===== src/design/bulk_out_pkg.sv =====
// Package of constants and types for the bulk OUT endpoint 2 receive flag block.
package bulk_out_pkg;

  // --------------------------------------------------------------------------
  // Register map (byte addresses on the AXI4-Lite slave)
  // --------------------------------------------------------------------------
  localparam logic [7:0] ADDR_STATUS = 8'h00; // Sticky flags, write one to clear.
  localparam logic [7:0] ADDR_MASK   = 8'h04; // Interrupt mask, one masks.
  localparam logic [7:0] ADDR_LENGTH = 8'h08; // Bytes left to read on the CPU side, read-only.

  // --------------------------------------------------------------------------
  // Field positions in status and mask
  // --------------------------------------------------------------------------
  localparam int BIT_DONE = 0;
  localparam int BIT_NAK  = 1;
  localparam int BIT_NULL = 2;
  localparam int BIT_FULL = 3;
  localparam int NUM_FLAGS = 4;

  localparam logic [3:0]  FLAGS_RST = 4'h0;
  localparam logic [3:0]  MASK_RST  = 4'h0;
  localparam logic [1:0]  RESP_OKAY   = 2'h0;
  localparam logic [1:0]  RESP_SLVERR = 2'h2;

  // Events from the serial engine, one-cycle pulses.
  typedef struct packed {
    logic       out_nak;   // OUT token answered with NAK.
    logic       rx_ok;     // Packet received correctly.
    logic [6:0] rx_len;    // Length of that packet.
  } sie_event_t;

  // Events from the CPU side of the FIFO.
  typedef struct packed {
    logic cpu_read;        // One byte popped from the CPU-side FIFO.
  } cpu_event_t;

endpackage : bulk_out_pkg


===== src/design/bulk_out_ep2_rx_status_flags.sv =====
// Receive status flags, interrupt and register slave for bulk OUT endpoint 2.
`timescale 1ns/100ps
`default_nettype none

module bulk_out_ep2_rx_status_flags #(
  parameter int LEN_W = 7
) (
  input  wire logic                    i_clk_sys,
  input  wire logic                    i_rst_n,
  input  wire bulk_out_pkg::sie_event_t i_sie,
  input  wire bulk_out_pkg::cpu_event_t i_cpu,
  input  wire logic [7:0]              i_awaddr,
  input  wire logic                    i_awvalid,
  output logic                         o_awready,
  input  wire logic [31:0]             i_wdata,
  input  wire logic [3:0]              i_wstrb,
  input  wire logic                    i_wvalid,
  output logic                         o_wready,
  output logic [1:0]                   o_bresp,
  output logic                         o_bvalid,
  input  wire logic                    i_bready,
  input  wire logic [7:0]              i_araddr,
  input  wire logic                    i_arvalid,
  output logic                         o_arready,
  output logic [31:0]                  o_rdata,
  output logic [1:0]                   o_rresp,
  output logic                         o_rvalid,
  input  wire logic                    i_rready,
  output logic                         o_cpu_has_data,
  output logic                         o_irq
);

  // --------------------------------------------------------------------------
  // State
  // --------------------------------------------------------------------------
  logic [3:0]       flags_r;
  logic [3:0]       mask_r;
  logic             sie_full_r;    // Serial-side FIFO holds a packet.
  logic [LEN_W-1:0] sie_len_r;
  logic             cpu_full_r;    // CPU-side FIFO holds a packet.
  logic [LEN_W-1:0] cpu_len_r;     // Bytes left to read on the CPU side.
  logic             null_pend_r;   // Null packet waiting for the CPU side to drain.
  logic [7:0]       awaddr_r;
  logic             aw_have_r;
  logic [31:0]      wdata_r;
  logic [3:0]       wstrb_r;
  logic             w_have_r;

  logic             len0;
  logic             rx_data;
  logic             rx_null;
  logic             cpu_drained;
  logic             toggle;
  logic [3:0]       set_ev;
  logic [3:0]       clr_ev;
  logic             wr_fire;

  // --------------------------------------------------------------------------
  // FIFO ping-pong bookkeeping
  // --------------------------------------------------------------------------
  // Pulses derived from the serial engine and the CPU side.
  assign len0        = (i_sie.rx_len == '0);
  assign rx_data     = i_sie.rx_ok && !len0;
  assign rx_null     = i_sie.rx_ok && len0;
  assign cpu_drained = cpu_full_r && i_cpu.cpu_read && (cpu_len_r == LEN_W'(1));
  // The packet moves to the CPU side whenever that side is free or just emptied.
  assign toggle      = (sie_full_r || rx_data) && (!cpu_full_r || cpu_drained);

  // Tracks occupancy and lengths of both FIFO halves.
  always_ff @(posedge i_clk_sys) begin
    if (!i_rst_n) begin
      sie_full_r <= 1'b0;
      sie_len_r  <= '0;
      cpu_full_r <= 1'b0;
      cpu_len_r  <= '0;
    end else begin
      if (toggle) begin
        cpu_full_r <= 1'b1;
        cpu_len_r  <= sie_full_r ? sie_len_r : i_sie.rx_len[LEN_W-1:0];
        sie_full_r <= sie_full_r && rx_data;
        sie_len_r  <= i_sie.rx_len[LEN_W-1:0];
      end else begin
        if (rx_data) begin
          sie_full_r <= 1'b1;
          sie_len_r  <= i_sie.rx_len[LEN_W-1:0];
        end
        if (cpu_drained) begin
          cpu_full_r <= 1'b0;
          cpu_len_r  <= '0;
        end else if (cpu_full_r && i_cpu.cpu_read) begin
          cpu_len_r <= cpu_len_r - LEN_W'(1);
        end
      end
    end
  end

  // Holds back a null packet that arrived while the CPU side still had data.
  always_ff @(posedge i_clk_sys) begin
    if (!i_rst_n) begin
      null_pend_r <= 1'b0;
    end else if (rx_null && cpu_full_r && !cpu_drained) begin
      null_pend_r <= 1'b1;
    end else if (cpu_drained) begin
      null_pend_r <= 1'b0;
    end
  end

  // --------------------------------------------------------------------------
  // Flag events
  // --------------------------------------------------------------------------
  always_comb begin
    set_ev = '0;
    clr_ev = '0;
    set_ev[bulk_out_pkg::BIT_NULL] = (rx_null && (!cpu_full_r || cpu_drained))
                                   || (null_pend_r && cpu_drained);
    set_ev[bulk_out_pkg::BIT_NAK]  = i_sie.out_nak;
    set_ev[bulk_out_pkg::BIT_DONE] = toggle;
    // On a toggle, Full is judged on the occupancy after this cycle, so a toggle that
    // empties the serial side really clears it instead of being outvoted.
    set_ev[bulk_out_pkg::BIT_FULL] = (cpu_full_r && sie_full_r && !toggle)
                                   || (toggle && sie_full_r && rx_data);
    clr_ev[bulk_out_pkg::BIT_DONE] = cpu_drained;
    clr_ev[bulk_out_pkg::BIT_FULL] = toggle;
    if (wr_fire && awaddr_r == bulk_out_pkg::ADDR_STATUS && wstrb_r[0]) begin
      clr_ev = clr_ev | wdata_r[3:0];
    end
  end

  // Sticky flags; a set in the same cycle as a clear wins.
  always_ff @(posedge i_clk_sys) begin
    if (!i_rst_n) begin
      flags_r <= bulk_out_pkg::FLAGS_RST;
    end else begin
      flags_r <= (flags_r & ~clr_ev) | set_ev;
    end
  end

  // --------------------------------------------------------------------------
  // AXI4-Lite write channel
  // --------------------------------------------------------------------------
  assign wr_fire = aw_have_r && w_have_r && !o_bvalid;

  // Latches address and data in either order, then answers once.
  always_ff @(posedge i_clk_sys) begin
    if (!i_rst_n) begin
      aw_have_r <= 1'b0;
      w_have_r  <= 1'b0;
      awaddr_r  <= '0;
      wdata_r   <= '0;
      wstrb_r   <= '0;
      o_awready <= 1'b0;
      o_wready  <= 1'b0;
      o_bvalid  <= 1'b0;
      o_bresp   <= bulk_out_pkg::RESP_OKAY;
    end else begin
      o_awready <= !aw_have_r && !o_awready && i_awvalid;
      o_wready  <= !w_have_r && !o_wready && i_wvalid;
      if (o_awready && i_awvalid) begin
        aw_have_r <= 1'b1;
        awaddr_r  <= i_awaddr;
      end
      if (o_wready && i_wvalid) begin
        w_have_r <= 1'b1;
        wdata_r  <= i_wdata;
        wstrb_r  <= i_wstrb;
      end
      if (wr_fire) begin
        o_bvalid <= 1'b1;
        o_bresp  <= (awaddr_r == bulk_out_pkg::ADDR_STATUS
                     || awaddr_r == bulk_out_pkg::ADDR_MASK)
                    ? bulk_out_pkg::RESP_OKAY : bulk_out_pkg::RESP_SLVERR;
      end else if (o_bvalid && i_bready) begin
        o_bvalid  <= 1'b0;
        aw_have_r <= 1'b0;
        w_have_r  <= 1'b0;
      end
    end
  end

  // Mask register written through byte lane 0.
  always_ff @(posedge i_clk_sys) begin
    if (!i_rst_n) begin
      mask_r <= bulk_out_pkg::MASK_RST;
    end else if (wr_fire && awaddr_r == bulk_out_pkg::ADDR_MASK && wstrb_r[0]) begin
      mask_r <= wdata_r[3:0];
    end
  end

  // --------------------------------------------------------------------------
  // AXI4-Lite read channel
  // --------------------------------------------------------------------------
  always_ff @(posedge i_clk_sys) begin
    if (!i_rst_n) begin
      o_arready <= 1'b0;
      o_rvalid  <= 1'b0;
      o_rdata   <= '0;
      o_rresp   <= bulk_out_pkg::RESP_OKAY;
    end else begin
      o_arready <= !o_rvalid && !o_arready && i_arvalid;
      if (o_arready && i_arvalid) begin
        o_rvalid <= 1'b1;
        o_rresp  <= bulk_out_pkg::RESP_OKAY;
        case (i_araddr)
          bulk_out_pkg::ADDR_STATUS: o_rdata <= {28'h000_0000, flags_r};
          bulk_out_pkg::ADDR_MASK:   o_rdata <= {28'h000_0000, mask_r};
          bulk_out_pkg::ADDR_LENGTH: o_rdata <= {{(32-LEN_W){1'b0}}, cpu_len_r};
          default: begin
            o_rdata <= '0;
            o_rresp <= bulk_out_pkg::RESP_SLVERR;
          end
        endcase
      end else if (o_rvalid && i_rready) begin
        o_rvalid <= 1'b0;
      end
    end
  end

  // --------------------------------------------------------------------------
  // Interrupt and status outputs
  // --------------------------------------------------------------------------
  always_ff @(posedge i_clk_sys) begin
    if (!i_rst_n) begin
      o_irq          <= 1'b0;
      o_cpu_has_data <= 1'b0;
    end else begin
      o_irq          <= |(flags_r & ~mask_r);
      o_cpu_has_data <= cpu_full_r;
    end
  end

endmodule // bulk_out_ep2_rx_status_flags

`default_nettype wire


===== config.mk =====
export PLATFORM = sky130hd
export DESIGN_NAME = bulk_out_ep2_rx_status_flags
export DESIGN_NICKNAME = d
export VERILOG_FILES = /design/src/design/bulk_out_pkg.sv /design/src/design/bulk_out_ep2_rx_status_flags.sv
export SDC_FILE = /design/constraint.sdc
export NUM_CORES = 1
export LEC_CHECK = 0
export ABC_AREA = 0
export BUFFER_PORTS_ARGS = -buffer_cell sky130_fd_sc_hd__buf_2
export CORE_ASPECT_RATIO = 1.1
export CORE_UTILIZATION = 35
export CTS_CLUSTER_DIAMETER = 40
export DETAILED_ROUTE_END_ITERATION = 6
export GPL_ROUTABILITY_DRIVEN = 0
export PLACE_DENSITY = 0.65
export SETUP_SLACK_MARGIN = 0.5
export SLEW_MARGIN = 40
export SYNTH_ARGS = -nofsm -noshare
export SYNTH_HDL_FRONTEND = slang
export SYNTH_SLANG_ARGS = --single-unit

===== constraint.sdc =====
create_clock -name i_clk_sys -period 1.9 [get_ports i_clk_sys]
set_input_delay 0.19 -clock i_clk_sys [delete_from_list [all_inputs] [get_ports i_clk_sys]]
set_output_delay 0.19 -clock i_clk_sys [all_outputs]
set_load 0.1 [all_outputs]

==> qor.yml, run 1 <==
worst_setup_path:
  r2r_cells: 5
  crit_slowest_cell: "or4_4"
  critPathCaptureType: "flip-flop"
  worst_ep_required_time_ns: 2.10
  crit_family: "simple AND/OR/NAND/NOR gates"
  cp_cell_sequence: "or4_4 > nor4_4 > and4b_2 > a21oi_1 > o21a_1"
  critical_path_cell_count: 5
  max_stage_delay_ns: 0.54
  path_class: "flip-flop to flip-flop"
  worst_ep_arrival_time_ns: 1.96
  cp-start-kind: "flip-flop"
  cp_num_buf_inv: 0
  rrSetupSlack_ns: 0.15
  path_max_fanout: 4
cells_and_area:
  seqCellArea_mm2: 0.00114
  syn_to_final_growth_pct: 28.7
  nets: 473
  diodes: 0
  design_area_mm2: 0.00355
  fin_cells: 508
  drive_above_1_share: 0.350
  multiInputGateArea_mm2: 0.00164
  n_fill_cell: 736
pwr:
  combPwrFrac: 0.328
  power.switching_mw: 1.12
  ir_drop_uv: 447
  power_density_mw_per_mm2: 830
  power_frac_seq: 0.443
  p_sw_frac: 0.380
  power_frac_clock: 0.228
  cellLeakagePower_nw: 1.51
  internal-power_mw: 1.83
global_routing:
  grt_util_all_layers: 0.164
  grt_pass1_wl_um: 10700
  gr-total-overflow: 0
  grt_max_degree: 19
  antenna_found_initial: 0
  grt_pass1_vias: 2355
floorplanning:
  coreArea_mm2: 0.00756
  initial_utilization: 0.366
  fp.dieH_um: 95.2
  placementRows: 33
  ios: 112
  die_width_um: 86.7
  dieArea_mm2: 0.00825
clocking:
  clock_path_buffers: 2
  cts-root-buf: "clkbuf_8"
  cts_tree: "yes"
  clkTransAtPathRegs_ns: 0.11
  cts_sinks: 56
  numCtsBuffers: 5
  cts_hold_buf: 0
  insertion_delay_ns: 0.31
  htreeDepth: 2
synth:
  synth_cell_types: 46
  ys_warn_count: 0
  syn_avg_cell_area_um2: 8.37
  ys_seq_area_frac: 0.406
  netlist_instances: 330
  async_flop_share: 0
  synth-main-ff-cell: "dfxtp_1"
  synth_edf_count: 0
  synth-seq-cells: 56
  syn_area_mm2: 0.00276
run:
  drv_cap: 0
sta:
  setup_viol: 0
  rsz0062_at_grt: "true"
  final.min_clock_period_ns: 1.75
  fin_crit_sh: 0.923
  finClkSkew_ns: 0.0139
  hold_violations: 0
  max_freq_mhz: 570
  finalMaxSlewViolations: 0
  tns_ns: 0
  whs_ns: 0.0810
drt:
  vias_per_cell: 4.94
  dr.pass1.iters: 4
  drtIter0Drc: 157
  route.detailed.drc: 0
  routed_wl_um: 6780
  wl_per_cell_um: 13.3
  num_vias: 2509
  ant_nets: 0
min_path:
  holdPathStages: 2
  min_path_type: "primary input to flip-flop"
placement:
  port_buffers: 53
  place_area_mm2: 0.00314
  dp_hpwl_um: 4750
  dp_cells: 483
status:
  outcome: "finished clean"
[cell usage after synthesis (all sizes together), types with 4 or more instances]
library cell  instances  share of area
dfxtp                56           0.41
nand2                44          0.061
a21oi                36          0.073
buf                  31          0.083
nor2                 27          0.037
mux2i                19          0.069
nand3                14          0.025
inv                  13          0.018
o21ai                12          0.022
clkbuf               10          0.014
a22oi                 9          0.024
nor2b                 6          0.014
nor3                  5         0.0091
nor4                  5          0.021
o22ai                 5          0.011
o21a                  4          0.011
[final cells by class]
cell class                      count  share of cell area
Inverter                           14              0.0155
Clock inverter                      3             0.00634
Tap cell                          105              0.0370
Timing Repair Buffer               80               0.138
Multi-Input combinational cell    245               0.461
Sequential cell                    56               0.322
Clock buffer                        5              0.0194
[power by group through the flow]
stage / clock network, mW / registers, mW / logic [mW]
after CTS: 0.699 / 1.31 / 0.868
after floorplan: 0 / 1.39 / 0.602
after detailed placement: 0 / 1.34 / 0.757
after global placement: 0 / 1.33 / 0.748
final: 0.674 / 1.31 / 0.969
after global routing: 0.750 / 1.32 / 1.03
[cells by family after synthesis]
logic type / after synthesis / share of synthesized area
AOI/OAI and AO/OA: 83 / 0.192
and+or+nand+nor: 112 / 0.198
muxes: 20 / 0.0743
DFF: 56 / 0.406
buffers and inverters: 55 / 0.116
other: 1 / 0.00136
adders and majority gates: 2 / 0.00906
xor gates and xnor gates: 1 / 0.00317
[through the flow]
step / utilization / total power [mW] / setup WS (ns)
CTS: 0.454 / 2.87 / 0.131
global route: 0.470 / 3.10 / 0.0865
global placement: 0.415 / 2.08 / 0.121
floorplan: - / 1.99 / 0.262
detailed placement: 0.415 / 2.09 / 0.0750
finish: 0.470 / 2.95 / 0.146
[layout by cell type (no fill, tap or decap), drive strengths merged, types with 2 or more instances in the layout]
| master | n |
|---|---|
| a211oi | 2 |
| a21o | 2 |
| a21oi | 36 |
| a22oi | 9 |
| a31oi | 3 |
| a32oi | 3 |
| buf | 79 |
| clkbuf | 6 |
| clkinv | 3 |
| conb | 27 |
| dfxtp | 56 |
| ha | 2 |
| inv | 14 |
| mux2i | 19 |
| nand2 | 44 |
| nand2b | 2 |
| nand3 | 14 |
| nand4 | 2 |
| nor2 | 27 |
| nor2b | 6 |
| nor3 | 5 |
| nor4 | 5 |
| o21a | 4 |
| o21ai | 12 |
| o22ai | 5 |
| o32ai | 3 |
| or4 | 3 |
[per-layer routing]
layer	global-route usage	up-vias	share of wire
met5	0	-	0
li1	-	1247	-
met2	0.298	84	0.51
met1	0.190	1163	0.42
met4	0.0667	0	0.025
met3	0.0312	15	0.048
[timing repair]
item                       4_1_cts  5_1_grt
buffers inserted                14        3
resized for setup               23       22
setup endpoints to repair       27       30
pin swaps                       13       17
[registers in the layout (all words and copies together) (netlist names), 4 cells and up]
| name | cells |
|---|---|
| sie_len_r | 7 |
| mask_r | 4 |
| o_rdata | 7 |
| cpu_len_r | 7 |
| awaddr_r | 8 |
| flags_r | 4 |
| wdata_r | 4 |
[final timing paths]
kind | start | end
max | awaddr_r[4]$_SDFFE_PN0P_ | flags_r[2]$_SDFF_PN0_
max reg2reg | awaddr_r[4]$_SDFFE_PN0P_ | flags_r[2]$_SDFF_PN0_
min | i_sie[8] | flags_r[1]$_SDFF_PN0_
min reg2reg | o_arready$_SDFF_PN0_ | o_arready$_SDFF_PN0_
(Power assumes the default switching activity.)
==> run 2, diff against run 1 <==
--- a/config.mk
+++ b/config.mk
@@ -12,7 +12,6 @@
 export CTS_CLUSTER_DIAMETER = 40
 export DETAILED_ROUTE_END_ITERATION = 6
 export GPL_ROUTABILITY_DRIVEN = 0
-export PLACE_DENSITY = 0.65
 export SETUP_SLACK_MARGIN = 0.5
 export SLEW_MARGIN = 40
 export SYNTH_ARGS = -nofsm -noshare
==> run 2 against run 1 <==
Net effect: die area stayed put; register-to-register slack hardly changed; combinational power is 1% higher; critical path depth stayed put; count of clock-buffer cells in the layout stayed put; total power is 1.6% higher; cell count is 1.2% higher; maximum frequency is 0.71% higher; sequential cell count stayed put; clock power is 5.9% higher; highest routed layer unchanged.
==> qor.yml, run 2 (synthesis results as in run 1) <==
placement:
  dp_cells: 483
  dp_hpwl_um: 4680
  place_area_mm2: 0.00314
  port_buffers: 53
  dpl_worst_slack_ns: 0.0864
pwr:
  p_sw_frac: 0.379
  power.switching_mw: 1.14
  internal-power_mw: 1.86
  cellLeakagePower_nw: 1.54
  combPwrFrac: 0.327
  ir_drop_uv: 422
  power_frac_clock: 0.238
  power_density_mw_per_mm2: 832
  power_frac_seq: 0.435
worst_setup_path:
  worst_ep_required_time_ns: 2.12
  crit_slowest_cell: "or4_4"
  worst_ep_arrival_time_ns: 1.96
  path_max_fanout: 4
  r2r_cells: 5
  cp_cell_sequence: "or4_4 > nor4_4 > and4b_2 > a21oi_1 > o21a_1"
  cp_num_buf_inv: 0
  critPathCaptureType: "flip-flop"
  cp-start-kind: "flip-flop"
  critical_path_cell_count: 5
  path_class: "flip-flop to flip-flop"
  crit_family: "simple AND/OR/NAND/NOR gates"
  max_stage_delay_ns: 0.54
cells_and_area:
  final_common_cell: "buf_2"
  fin_cells: 514
  largest-register: "awaddr_r"
  seqCellArea_mm2: 0.00114
  design_area_mm2: 0.00360
  final_cell_mix: "buf_2, dfxtp_1, nand2_1"
  multiInputGateArea_mm2: 0.00161
  diodes: 0
  nets: 479
  n_fill_cell: 736
  drive_above_1_share: 0.350
  syn_to_final_growth_pct: 30.4
  largest_reg_flops: 8
sta:
  layout_setup_ws_ns: 0.158
  whs_ns: 0.0869
  tns_ns: 0
  finClkSkew_ns: 0.0146
  hold_violations: 0
  rsz0062_at_grt: "true"
  fin_crit_sh: 0.917
  final.min_clock_period_ns: 1.74
  setup_viol: 0
  finalMaxSlewViolations: 0
  max_freq_mhz: 574
clocking:
  numCtsBuffers: 5
  clock_path_buffers: 2
  cts_sinks: 56
  cts_hold_buf: 0
  insertion_delay_ns: 0.32
  cts-root-buf: "clkbuf_8"
  clkTransAtPathRegs_ns: 0.12
  htreeDepth: 2
  cts_tree: "yes"
global_routing:
  grt_util_all_layers: 0.168
  antenna_found_initial: 0
  use_met1: 0.200
  gr-total-overflow: 0
  grt_max_degree: 32
  grt_pass1_wl_um: 11000
  grt_pass1_vias: 2384
  grt-busiest-layer: "met2"
  met3_usage: 0.0320
  grt.met2_usage: 0.298
drt:
  ant_nets: 0
  route.detailed.drc: 0
  wl_per_cell_um: 12.9
  dr.pass1.iters: 4
  vias_per_cell: 4.91
  routed_wl_um: 6620
  drtIter0Drc: 117
  num_vias: 2526
min_path:
  holdPathStages: 2
  min_path_type: "primary input to flip-flop"
floorplanning:
  ios: 112
  dieArea_mm2: 0.00825
  fp.dieH_um: 95.2
  placementRows: 33
  initial_utilization: 0.366
  coreArea_mm2: 0.00756
  die_width_um: 86.7
run:
  drv_cap: 0
status:
  outcome: "finished clean"
## run 2: changes by cell type in the layout (fill, tap and decap cells not counted), sizes merged
| cell | delta |
|---|---|
| buf | +5 |
| clkinv | -2 |
| inv | +2 |
| clkbuf | +1 |
## run 2: final timing paths
path                             from                     to  slack [ns]
max          awaddr_r[4]$_SDFFE_PN0P_  flags_r[2]$_SDFF_PN0_        0.16
min                          i_sie[8]  flags_r[1]$_SDFF_PN0_        0.09
max reg2reg  awaddr_r[4]$_SDFFE_PN0P_  flags_r[2]$_SDFF_PN0_        0.16
min reg2reg     o_rvalid$_SDFFE_PN0P_   o_arready$_SDFF_PN0_        0.45
## run 2: timing repair
item | in CTS | in global routing
endpoints found under the hold margin | 0 | 0
resized for setup | 24 | 20
endpoints found under the setup margin | 28 | 31
pin swaps | 15 | 17
setup buffers | 17 | 6
## run 2: area by class of cell
cell class                      count  share of cell area
Tap cell                          105              0.0365
Multi-Input combinational cell    245               0.447
Clock inverter                      3             0.00799
Clock buffer                        5              0.0191
Inverter                           14              0.0146
Sequential cell                    56               0.317
Timing Repair Buffer               86               0.157
## run 2: power groups by stage
stage	clock network [mW]	logic (mW)	registers [mW]
3_5_place_dp	0	0.767	1.33
3_3_place_gp	0	0.759	1.33
6_report	0.714	0.981	1.30
2_1_floorplan	0	0.602	1.39
5_1_grt	0.786	1.04	1.31
4_1_cts	0.736	0.902	1.30
## run 2: layer usage
layer	vias up	share of wire	routed length [um]
li1	1256	-	-
met1	1182	0.43	2830
met2	74	0.51	3360
met3	14	0.043	286
met4	0	0.020	135
met5	-	0	0
## run 2: metrics by stage
stage                     utilization  total power, mW
after CTS                       0.460             2.94
after floorplan                     -             1.99
after global routing            0.477             3.14
after global placement          0.415             2.09
after detailed placement        0.415             2.10
final                           0.477             3.00
==> run 3, diff against run 2 <==
--- a/config.mk
+++ b/config.mk
@@ -6,12 +6,13 @@
 export NUM_CORES = 1
 export LEC_CHECK = 0
 export ABC_AREA = 0
-export BUFFER_PORTS_ARGS = -buffer_cell sky130_fd_sc_hd__buf_2
+export BUFFER_PORTS_ARGS = -buffer_cell sky130_fd_sc_hd__buf_4
 export CORE_ASPECT_RATIO = 1.1
 export CORE_UTILIZATION = 35
 export CTS_CLUSTER_DIAMETER = 40
 export DETAILED_ROUTE_END_ITERATION = 6
 export GPL_ROUTABILITY_DRIVEN = 0
+export PLACE_DENSITY_LB_ADDON = 0.05
 export SETUP_SLACK_MARGIN = 0.5
 export SLEW_MARGIN = 40
 export SYNTH_ARGS = -nofsm -noshare
==> run 3 against run 2 <==
Net effect: hold slack better by 0.0018 ns; maximum frequency rose by 0.90%; clock power rose by 11%; via count fell by 2.8%; sequential power barely moved; first-iteration DRC count shrank 34%; final area is 5.3% higher; worst setup slack better by 0.016 ns; die area unchanged; register-to-register slack better by 0.02 ns; sequential cell count stayed put; critical path depth did not move; critical endpoint is now flags_r[1]$_SDFF_PN0_; largest cell class unchanged.
==> qor.yml, run 3 (synthesis results as in run 1) <==
status:
  outcome: "finished clean"
floorplanning:
  placementRows: 33
  fp.dieH_um: 95.2
  initial_utilization: 0.366
  ios: 112
  coreArea_mm2: 0.00756
  die_width_um: 86.7
  dieArea_mm2: 0.00825
clocking:
  cts_hold_buf: 0
  cts-root-buf: "clkbuf_8"
  htreeDepth: 2
  clkTransAtPathRegs_ns: 0.10
  insertion_delay_ns: 0.31
  cts_sinks: 56
  clock_path_buffers: 2
  cts_tree: "yes"
  numCtsBuffers: 5
min_path:
  holdPathStages: 2
  min_to: "flags_r[1]$_SDFF_PN0_"
  hp-start: "i_sie[8]"
  min_path_type: "primary input to flip-flop"
cells_and_area:
  final_util: 0.502
  final_cell_mix: "buf_4, dfxtp_1, nand2_1"
  largest-register: "awaddr_r"
  fin_cells: 509
  final_common_cell: "buf_4"
  nets: 474
  diodes: 0
  design_area_mm2: 0.00379
  syn_to_final_growth_pct: 37.3
  largest_reg_flops: 8
  drive_above_1_share: 0.364
drt:
  num_vias: 2455
  vias_per_cell: 4.82
  drtIter0Drc: 77
  routed_wl_um: 6950
  ant_nets: 0
  dr.pass1.iters: 4
  route.detailed.drc: 0
  wl_per_cell_um: 13.7
run:
  drv_cap: 0
global_routing:
  grt_pass1_wl_um: 10700
  grt_max_degree: 26
  grt_util_all_layers: 0.167
  antenna_found_initial: 0
  grt_pass1_vias: 2218
  gr-total-overflow: 0
worst_setup_path:
  worst_ep_arrival_time_ns: 1.94
  rrSetupSlack_ns: 0.17
  cp_cell_sequence: "or4_4 > nor4_4 > and4b_2 > a21oi_1 > o21a_1"
  reg2reg_to: "flags_r[1]$_SDFF_PN0_"
  crit_slowest_cell: "or4_4"
  cp_num_buf_inv: 0
  crit_family: "simple AND/OR/NAND/NOR gates"
  r2r_cells: 5
  path_class: "flip-flop to flip-flop"
  r2r_start: "awaddr_r[4]$_SDFFE_PN0P_"
  cp-start-kind: "flip-flop"
  max_stage_delay_ns: 0.54
  critPathCaptureType: "flip-flop"
  worst_ep_required_time_ns: 2.11
  path_max_fanout: 4
pwr:
  internal-power_mw: 2.01
  p_sw_frac: 0.360
  combPwrFrac: 0.333
  ir_drop_uv: 338
  power_density_mw_per_mm2: 828
  power_frac_seq: 0.415
  cellLeakagePower_nw: 1.56
  power_frac_clock: 0.252
  power.switching_mw: 1.13
placement:
  port_buffers: 53
  place_area_mm2: 0.00328
  dp_hpwl_um: 4940
  dp_cells: 484
sta:
  rsz0062_at_grt: "true"
  fin_crit_sh: 0.909
  hold_violations: 0
  setup_viol: 0
  finClkSkew_ns: 0.00622
  tns_ns: 0
  whs_ns: 0.0887
  final.min_clock_period_ns: 1.73
  max_freq_mhz: 579
  finalMaxSlewViolations: 0
-- run 3: worst register-to-register path, cell delays in order (launching register included) --
cell     delay, ns
dfxtp_2       0.33
or4_4         0.54
nor4_4        0.20
and4b_2       0.33
a21oi_1       0.08
o21a_1        0.16
-- run 3: routing by layer --
layer  global-route usage  up-vias  share of wire
met4               0.0417        0         0.0040
met1                0.210     1163           0.46
li1                     -     1246              -
met2                0.292       44           0.51
met3               0.0338        2          0.030
met5                    0        -              0
-- run 3: power groups by stage --
stage | logic, mW | clock network, mW | registers [mW]
6_report | 1.05 | 0.791 | 1.30
5_1_grt | 1.11 | 0.861 | 1.31
4_1_cts | 0.927 | 0.820 | 1.30
3_5_place_dp | 0.803 | 0 | 1.33
3_3_place_gp | 0.803 | 0 | 1.33
2_1_floorplan | 0.602 | 0 | 1.39
-- run 3: how the worst max path moves through the flow --
stage,startpoint,end,slack (ns),cells past startpoint
after detailed placement,awaddr_r[4]$_SDFFE_PN0P_,flags_r[1]$_SDFF_PN0_,0.08,5
after global routing,awaddr_r[4]$_SDFFE_PN0P_,flags_r[1]$_SDFF_PN0_,0.08,5
after CTS,awaddr_r[4]$_SDFFE_PN0P_,flags_r[2]$_SDFF_PN0_,0.16,5
after global placement,awaddr_r[4]$_SDFFE_PN0P_,flags_r[1]$_SDFF_PN0_,0.08,5
final,awaddr_r[4]$_SDFFE_PN0P_,flags_r[1]$_SDFF_PN0_,0.17,5
after floorplan,awaddr_r[4]$_SDFFE_PN0P_,mask_r[0]$_SDFFE_PN0P_,0.26,5
-- run 3: layout make-up --
| class | count | area, um2 |
|---|---|---|
| flip-flops and latches | 56 | 1140 |
| clock inverters | 3 | 42.5 |
| well taps | 105 | 131 |
| repair buffers | 81 | 643 |
| inverters | 14 | 55.1 |
| multi-input cells | 245 | 1710 |
| clock buffers | 5 | 68.8 |
| fillers | 767 | 3760 |
-- run 3: metrics by stage --
step           setup slack, ns  power [mW]
3_3_place_gp            0.0779        2.13
4_1_cts                  0.155        3.05
5_1_grt                 0.0768        3.28
6_report                 0.174        3.14
2_1_floorplan            0.262        1.99
3_5_place_dp            0.0793        2.13
-- run 3: what timing repair did --
item,CTS,global route
resized for setup,27,29
buffers inserted,12,5
pin swaps,12,12
hold endpoints to repair,0,0
endpoints found under the setup margin,27,28
